--- config.mk ---
export PLATFORM = sky130hd
export DESIGN_NAME = pss_boot_ctrl
export DESIGN_NICKNAME = d
export VERILOG_FILES = /design/src/hdl/pss_pkg.sv /design/src/hdl/pss_quarter_div.sv /design/src/hdl/pss_boot_ctrl.sv
export SDC_FILE = /design/constraint.sdc
export NUM_CORES = 1
export LEC_CHECK = 0
export BUFFER_PORTS_ARGS = -buffer_cell sky130_fd_sc_hd__buf_2
export CORE_UTILIZATION = 45
export CTS_CLUSTER_SIZE = 25
export DETAILED_ROUTE_END_ITERATION = 8
export HOLD_SLACK_MARGIN = 0.02
export MAX_ROUTING_LAYER = met4
export PLACE_DENSITY = 0.68
export SLEW_MARGIN = 10
export SYNTH_ARGS = -nofsm -noshare
export SYNTH_HDL_FRONTEND = slang
export SYNTH_SLANG_ARGS = --single-unit
--- constraint.sdc ---
create_clock -name clk_i -period 3.2 [get_ports clk_i]
set_input_delay 0.64 -clock clk_i [delete_from_list [all_inputs] [get_ports clk_i]]
set_output_delay 0.64 -clock clk_i [all_outputs]
set_load 0.01 [all_outputs]
--- src/hdl/pss_pkg.sv ---
// Constants for the clock source and multiplier boot selection block.
// Assumes one 250 MHz system clock and a 24-bit multiplexed host bus.
package pss_pkg;

    localparam int          BUS_W        = 24;
    localparam int          BOOT_W       = 6;
    localparam int          MULT_LSB     = 0;
    localparam int          MULT_W       = 5;
    localparam int          PLL_SEL_BIT  = 5;
    localparam logic [23:0] BOOT_ADDR    = 24'h000000;
    localparam logic [5:0]  BOOT_RESET   = 6'h00;
    localparam logic [4:0]  MULT_MIN     = 5'h05;
    localparam logic [4:0]  MULT_MAX     = 5'h1f;
    localparam int          QUARTER_DIV  = 4;

    typedef enum logic {
        PSS_ARMED,
        PSS_LOCKED
    } pss_boot_state_t;

endpackage

--- src/hdl/pss_quarter_div.sv ---
// Free-running divider: output level toggles to give clk/DIV.
// Assumes clk_i is the dot-rate clock; DIV must be a power of two of at least 2.
`timescale 1ns/1ns
module pss_quarter_div #(
    parameter int DIV = pss_pkg::QUARTER_DIV
) (
    input  wire logic clk_i,
    input  wire logic arst_n_i,
    output logic      div_clk_o
);

    localparam int CW = $clog2(DIV);

    logic [CW-1:0] count;
    logic [CW-1:0] next_count;

    if (DIV < 2 || (DIV & (DIV - 1)) != 0) begin : g_bad_div
        $error("DIV must be a power of two of at least 2");
    end

    assign next_count = count + CW'(1);

    always_ff @(posedge clk_i or negedge arst_n_i) begin
        if (!arst_n_i) begin
            count     <= '0;
            div_clk_o <= 1'b0;
        end else begin
            count     <= next_count;
            div_clk_o <= next_count[CW-1];
        end
    end
endmodule // pss_quarter_div

--- src/hdl/pss_boot_ctrl.sv ---
// Clock source and multiplier boot selection, written once per reset.
// Assumes host bus inputs are synchronous to clk_i, which runs at dot rate.
`timescale 1ns/1ns

module pss_boot_ctrl (
    input  wire logic                       clk_i,
    input  wire logic                       arst_n_i,
    input  wire logic [pss_pkg::BUS_W-1:0]  muxed_addr_data_bus_i,
    input  wire logic                       host_cs_n_i,
    input  wire logic                       host_rd_not_wr_i,
    input  wire logic                       host_addr_strobe_i,
    input  wire logic                       host_data_strobe_i,
    input  wire logic                       pixel_mode_direct_i,
    output logic                            boot_armed_o,
    output logic                            clk_src_pll_o,
    output logic [pss_pkg::MULT_W-1:0]      pll_mult_o,
    output logic                            mult_range_err_o,
    output logic                            free_run_quarter_clock_o
);

    pss_pkg::pss_boot_state_t    state;
    logic [pss_pkg::BUS_W-1:0]   addr_lat;
    logic [pss_pkg::BOOT_W-1:0]  pll_boot_config;
    logic                        boot_wr;
    logic                        next_pll_on;
    logic [pss_pkg::MULT_W-1:0]  cfg_mult;
    logic                        cfg_pll_sel;
    logic                        addr_seen;
    logic [1:0]                  since_rst;

    // Boot field layout must fit the six stored bits
    if (pss_pkg::PLL_SEL_BIT >= pss_pkg::BOOT_W
        || pss_pkg::MULT_LSB + pss_pkg::MULT_W > pss_pkg::BOOT_W
        || pss_pkg::BOOT_W > pss_pkg::BUS_W) begin : g_bad_layout
        $error("boot field layout does not fit the boot location");
    end

    // Address phase of a host cycle
    always_ff @(posedge clk_i or negedge arst_n_i) begin
        if (!arst_n_i) begin
            addr_lat <= '0;
        end else if (host_addr_strobe_i && !host_cs_n_i) begin
            addr_lat <= muxed_addr_data_bus_i;
        end
    end

    // Cleared latch equals the boot address, so a data strobe
    // before any address phase must not reach the boot location
    always_ff @(posedge clk_i or negedge arst_n_i) begin
        if (!arst_n_i) begin
            addr_seen <= 1'b0;
        end else if (host_addr_strobe_i && !host_cs_n_i) begin
            addr_seen <= 1'b1;
        end
    end

    assign boot_wr = host_data_strobe_i && !host_cs_n_i && !host_rd_not_wr_i
                     && addr_seen && (addr_lat == pss_pkg::BOOT_ADDR)
                     && (state == pss_pkg::PSS_ARMED);

    // Arm at reset, lock on the first accepted write
    always_ff @(posedge clk_i or negedge arst_n_i) begin
        if (!arst_n_i) begin
            state        <= pss_pkg::PSS_ARMED;
            boot_armed_o <= 1'b1;
        end else begin
            case (state)
                pss_pkg::PSS_ARMED: begin
                    if (boot_wr) begin
                        state        <= pss_pkg::PSS_LOCKED;
                        boot_armed_o <= 1'b0;
                    end
                end
                pss_pkg::PSS_LOCKED: begin
                    state        <= pss_pkg::PSS_LOCKED;
                    boot_armed_o <= 1'b0;
                end
                default: begin
                    state        <= pss_pkg::PSS_LOCKED;
                    boot_armed_o <= 1'b0;
                end
            endcase
        end
    end

    // Boot location storage
    always_ff @(posedge clk_i or negedge arst_n_i) begin
        if (!arst_n_i) begin
            pll_boot_config <= pss_pkg::BOOT_RESET;
        end else if (boot_wr) begin
            pll_boot_config <= muxed_addr_data_bus_i[pss_pkg::BOOT_W-1:0];
        end
    end

    assign cfg_mult    = pll_boot_config[pss_pkg::MULT_LSB +: pss_pkg::MULT_W];
    assign cfg_pll_sel = pll_boot_config[pss_pkg::PLL_SEL_BIT];
    assign next_pll_on = cfg_pll_sel && !pixel_mode_direct_i;

    // Clock source and multiplier to the loop macro
    always_ff @(posedge clk_i or negedge arst_n_i) begin
        if (!arst_n_i) begin
            clk_src_pll_o    <= 1'b0;
            pll_mult_o       <= '0;
            mult_range_err_o <= 1'b0;
        end else begin
            // Direct mode falls back to the pin clock
            clk_src_pll_o    <= next_pll_on;
            pll_mult_o       <= cfg_mult;
            // Flags a factor the loop is not meant to run with
            mult_range_err_o <= next_pll_on && (cfg_mult < pss_pkg::MULT_MIN
                                                || cfg_mult > pss_pkg::MULT_MAX);
        end
    end

    pss_quarter_div #(
        .DIV (pss_pkg::QUARTER_DIV)
    ) u_quarter (
        .clk_i     (clk_i),
        .arst_n_i  (arst_n_i),
        .div_clk_o (free_run_quarter_clock_o)
    );

    // Edges since reset release, saturating; gates history-based checks
    always_ff @(posedge clk_i or negedge arst_n_i) begin
        if (!arst_n_i) begin
            since_rst <= 2'h0;
        end else if (since_rst != 2'h3) begin
            since_rst <= since_rst + 2'h1;
        end
    end
endmodule // pss_boot_ctrl

==> results_dict.tcl, run 1 <==
set metrics [dict create \
    netlist_instances 96 \
    cp_max_fo 6 \
    synth_cell_types 18 \
    ys_seq_area_share_pct 68.2 \
    dr.pass1.iters 2 \
    clock.fmax_ghz 0.554 \
    path_class "reg -> reg" \
    cp_top_family "simple AND/OR/NAND/NOR gates" \
    synth_area_um2 1540 \
    wl_met1_mm 1.15 \
    area_growth_pct 20.1 \
    hold_buffers 0 \
    cts_root_buf "clkbuf_4" \
    synth_nets 127 \
    hold_viol_final 0 \
    cp.arrival_ps 2040 \
    grt_pass1_wl_mm 4.15 \
    wirelength_mm 2.47 \
    num_vias 898 \
    tns_ps 0 \
    cts_buffers 5 \
    post-dp-hpwl_mm 1.83 \
    syn_area_per_cell_um2 16.1 \
    rsz0062_at_grt "false" \
    gp_congestion 0.675 \
    maxSlewViolCount 0 \
    dieArea_um2 3670 \
    synth_seq_cells 42 \
    drive_above_1_share_pct 58.9 \
    placedCellCount 177 \
    final_util_pct 58.8 \
    clk_latency_ps 340 \
    placementRows 20 \
    die_w_um 60.6 \
    wl_met3_um 137 \
    drc_errors 0 \
    finalSetupViolations 0 \
    drtIter0Drc 19 \
    ctsResizeCount 0 \
    chipHeight_um 60.6 \
    viasPerCell 4.85 \
    cts_tree "built" \
    track_usage_pct 16.5 \
    htreeDepth 2 \
    crit_path_end_kind "flip-flop" \
    post_layout_nonfiller_instances 185 \
    min_period_over_period_pct 56.4 \
    dr.max_layer_used "met4" \
    nets 171 \
    peakVddDrop_mv 0.270 \
    fin_worst_skew_ps 11.0 \
    routedWlPerCell_um 13.3 \
    p_leak_uw 0.000891 \
    io-pin-count 40 \
    tightest_slew_ps 885 \
    grt_max_degree 43 \
    start_kind "flip-flop" \
    antenna_cells 0 \
    hold_class "in -> async" \
    crit_chain "nor4b_1, nand4_1, nor3_4, mux2_2" \
    cp.required_ps 3430 \
    cellPowerDensity_nw_per_um2 516 \
    fin_crit_ps 1800 \
    clockBufferDepth 2 \
    relSlewSlack_pct 41.0 \
    io_buffer_count 39 \
    slowest_delay_ps 400 \
    path_buf_inv 0 \
    n_fill_cell 281 \
    cts_setup_buffers 0 \
    initial_core_util_pct 49.0 \
    antenna_found_initial 0 \
    slowest_stage "dfrtp_1" \
    synth_warnings 0 \
    clk_pin_slew_ps 120 \
    overflow 0 \
    cts.sinks 42 \
    antenna_left 0 \
    cap_violations 0 \
    wl_met2_mm 1.16 \
    outcome "finished clean" \
    grt_pass1_vias 949 \
    core-area_um2 3150 \
]
-- registers in the layout (all words and copies together) (netlist names) --
name	count
mult_range_err_o	1
u_quarter.count	2
pll_mult_o	5
addr_lat	24
boot_armed_o	1
addr_seen	1
state	1
pll_boot_config	6
clk_src_pll_o	1
-- synthesized netlist by cell type --
master	number	share of area, %
dfrtp_1	41	66
mux2_2	30	22
nor4_1	5	2.0
buf_2	2	0.65
nor2_1	2	0.49
nor2b_1	2	0.81
nor4b_1	2	1.1
or2_2	2	0.81
and3_1	1	0.41
clkbuf_1	1	0.24
dfstp_2	1	1.7
inv_1	1	0.24
nand3_1	1	0.32
nand4_1	1	0.41
nor3_4	1	1.1
nor3b_1	1	0.49
o21ai_0	1	0.32
xor2_1	1	0.57
-- cell usage in the layout, fill, tap and decap left out, types with 2 or more instances in the layout --
master	count
nor4_1	5
dfrtp_1	41
nor2_1	2
nor4b_1	2
buf_2	39
mux2_2	30
or2_2	2
clkbuf_4	5
-- worst register-to-register path, delay by kind of cell (launching register included) --
| kind | cells | cell delay (ps) |
|---|---|---|
| AND/OR/NAND/NOR | 3 | 940 |
| flip-flops | 1 | 400 |
| multiplexers | 1 | 370 |
-- routing by layer --
metal	GRT usage, %	vias to the layer above
li1	-	430
met1	21.0	440
met2	24.6	26
met3	5.76	2
met4	5.84	0
met5	-	-
-- through the flow --
stage / cell area [um^2] / power (uW) / hold WS, ps / setup slack [ps]
floorplan: 1540 / 657 / 344 / 1390
global placement: 1790 / 693 / 383 / 1170
detailed placement: 1790 / 702 / 387 / 1140
CTS: 1850 / 962 / 411 / 1380
global route: 1850 / 1000 / 417 / 1250
finish: 1850 / 957 / 402 / 1400
-- worst paths after layout --
path	cells past startpoint	startpoint	endpoint	slack (ps)
setup / recovery	4	addr_lat[6]	pll_boot_config[5]	1400
hold / removal	1	arst_n_i	addr_lat[17]	400
setup reg to reg	4	addr_lat[6]	pll_boot_config[5]	1400
hold reg to reg	0	pll_boot_config[3]	pll_mult_o[3]	400
max in group asynchronous	1	arst_n_i	addr_lat[15]	2240
min in group clk_i	0	pll_boot_config[3]	pll_mult_o[3]	400
-- logic make-up after synthesis --
logic type / synth area share (%)
compound gates: 0.324
xor+xnor: 0.567
buf+inv: 1.13
flops: 68.2
mux: 21.9
simple gates: 7.94
-- where the power goes --
group,switching [uW],internal (uW)
registers,23.3,575
clock network,163,106
logic,35.6,54.4
-- layout make-up --
type / instances / area (um^2) / share of cell area, %
Multi-Input combinational cell: 50 / 477 / 25.7
Timing Repair Buffer: 40 / 203 / 10.9
Tap cell: 44 / 55.1 / 2.97
Inverter: 1 / 3.75 / 0.202
Sequential cell: 42 / 1050 / 56.7
Clock inverter: 2 / 12.5 / 0.675
Clock buffer: 6 / 51.3 / 2.77
Power figures use the tool's default switching activity.
==> inputs of run 2 (changes only) <==
ABC_AREA = 1   (was unset)
PLACE_DENSITY = 0.69   (was 0.68)
clock period = 1.5 ns   (was 3.2 ns; I/O delays follow)
==> run 2 against run 1 <==
Net effect:
- utilization is 0.079 points lower
- sequential cell count stayed put
- non-clock buffer count is 1 higher
- final cell count is 39% higher
- first-iteration DRC count grew to 4.3 times the previous value
- largest cell class unchanged
==> results_dict.tcl, run 2 <==
set metrics [dict create \
    async_reset_ff_share_pct 100 \
    cts_tree "built" \
    chipHeight_um 63.2 \
    initial_core_util_pct 48.6 \
    placementRows 21 \
    dieArea_um2 3990 \
    core-area_um2 3470 \
    yosysTopAreaCell "dfrtp_1" \
    slowest_delay_ps 370 \
    synthSimpleGateAreaFrac_pct 18.4 \
    tns_ps 0 \
    largest_register_ffs 24 \
    wirelength_mm 2.72 \
    cp_max_fo 6 \
    synth_cell_types 20 \
    start_kind "flip-flop" \
    io_buffer_count 39 \
    crit_path_frequent_cell "nand2_1" \
    path_class "reg -> reg" \
    synth-edff-count 0 \
    fin_crit_ps 1260 \
    cp.required_ps 1680 \
    clk_pin_slew_ps 70 \
    viasPerCell 4.62 \
    regMostFlops "addr_lat" \
    area_growth_pct 21.0 \
    cellPowerDensity_nw_per_um2 1080 \
    synth_seq_cells 42 \
    clockBufferDepth 2 \
    hold_buffers 1 \
    synth_flop_cell "dfrtp_1" \
    clock.fmax_ghz 0.794 \
    post-dp-hpwl_mm 2.09 \
    ys_seq_area_share_pct 62.5 \
    grt_pass1_vias 1189 \
    hold_class "in -> reg" \
    cp_top_family "simple AND/OR/NAND/NOR gates" \
    final_cell_mix "dfrtp_1, buf_2, nand2_1" \
    cp.arrival_ps 1440 \
    io-pin-count 40 \
    synth_compound_area_share_pct 4.16 \
    netlist_instances 165 \
    ctsResizeCount 0 \
    power_uw 2200 \
    track_usage_pct 16.8 \
    p_leak_uw 0.00107 \
    drc_errors 0 \
    crit_chain "inv_1, nand2_1, nor2_2, nand2_1, nor2_1, nand3_2, nand2_1, nand2_1" \
    synth_warnings 0 \
    synthTopCellsByArea "dfrtp_1, mux2_1, nand2_1" \
    synthAdderAreaFrac_pct 0 \
    yosys.area_share.xor_xnor_pct 0.520 \
    synth_top_area_share_pct 60.9 \
    synth_top_family_by_area "simple AND/OR/NAND/NOR gates" \
    drive_above_1_share_pct 30.8 \
    final_common_cell "dfrtp_1" \
    finalSetupViolations 0 \
    antenna_found_initial 0 \
    cts_setup_buffers 0 \
    synth_area_um2 1680 \
    maxSlewViolCount 0 \
    path_buf_inv 1 \
    syn_area_per_cell_um2 10.2 \
    slowest_stage "dfrtp_1" \
    clk_latency_ps 280 \
    yosysMostFrequentCell "dfrtp_1" \
    peakVddDrop_mv 0.578 \
    rsz0062_at_grt "false" \
    antenna_cells 0 \
    ys_top_cells_by_count "dfrtp_1, nand2_1, nor2_1, inv_1" \
    grt_max_degree 38 \
    crit_path_end_kind "flip-flop" \
    min_period_over_period_pct 84.0 \
    cap_violations 0 \
    cts_buffers 5 \
    routedWlPerCell_um 10.6 \
    nets 241 \
    fin_worst_skew_ps 4.19 \
    antenna_left 0 \
    grt_pass1_wl_mm 4.97 \
    synth_nets 196 \
    overflow 0 \
    htreeDepth 2 \
    largestRegisters "addr_lat x24, pll_boot_config x6, pll_mult_o x5" \
    relSlewSlack_pct 69.7 \
    cts_root_buf "clkbuf_8" \
    drtIter0Drc 81 \
    r2r_slack_ps 240 \
    num_vias 1187 \
    dr.pass1.iters 5 \
    cts.sinks 42 \
    hold_viol_final 0 \
    gp_congestion 0.813 \
    synthMuxAreaShare_pct 8.02 \
    tightest_slew_ps 455 \
    outcome "finished clean" \
    die_w_um 63.2 \
]
## run 2: cell count changes after synthesis, moves of 2 or more
cell / delta
a21oi_1: +12
inv_1: +12
inv_2: +9
mux2_1: +12
mux2_2: -30
nand2_1: +28
nand3_1: +6
nand3_2: +2
nor2_1: +25
nor2_2: +3
nor2b_1: -2
nor4_1: -5
nor4b_1: -2
or2_2: -2
## run 2: worst reg2reg max path: cells and delay by family, from the launching register on
kind / cells / cell delay (ps)
buffers and inverters: 1 / 80
AND/OR/NAND/NOR: 7 / 720
flip-flops: 1 / 370
## run 2: area by class of cell
cell class                      count  area [um^2]
Fill cell                         321         1430
Multi-Input combinational cell     97          523
Clock buffer                        7         86.3
Sequential cell                    42         1050
Inverter                           23         87.6
Clock inverter                      1         5.00
Timing Repair Buffer               41          225
Tap cell                           46         57.6
## run 2: kinds of logic (layout without fill, tap and decap cells)
logic type,count (synthesis),after routing
AND/OR/NAND/NOR,70,70
multiplexers,12,12
buffers and inverters,26,72
AO/OA/AOI/OAI,14,14
XOR/XNOR,1,1
flip-flops,42,42
## run 2: path summary, 6_finish.rpt
kind                                     start                  to  cells past startpoint
max reg2reg                       addr_lat[19]  pll_boot_config[4]                      8
min                        pixel_mode_direct_i       clk_src_pll_o                      2
max in group asynchronous             arst_n_i           addr_seen                      3
min reg2reg                 pll_boot_config[2]       pll_mult_o[2]                      0
max                               addr_lat[19]  pll_boot_config[4]                      8
min in group asynchronous             arst_n_i       pll_mult_o[1]                      2
## run 2: per-layer routing
layer / GRT usage [%] / part of all wire, % / wire length [um]
met2: 25.7 / 48 / 1310
met1: 20.5 / 44 / 1210
met3: 4.89 / 5.6 / 151
met4: 7.95 / 2.0 / 54
met5: - / 0 / 0
## run 2: power breakdown
part	internal, uW	switching (uW)
combinational	99.4	120
sequential	1220	39.4
clock	371	349
total	1690	508
## run 2: through the flow
step / area, um^2 / setup slack, ps / hold slack (ps) / std cells / utilization, %
after floorplan: 1680 / 420 / 4.41 / 165 / -
after global placement: 1940 / 276 / 268 / 248 / 55.8
after detailed placement: 1940 / 229 / 278 / 248 / 55.8
after CTS: 2040 / 228 / 159 / 257 / 58.7
after global routing: 2040 / 129 / 157 / 257 / 58.7
final: 2040 / 240 / 165 / 257 / 58.7
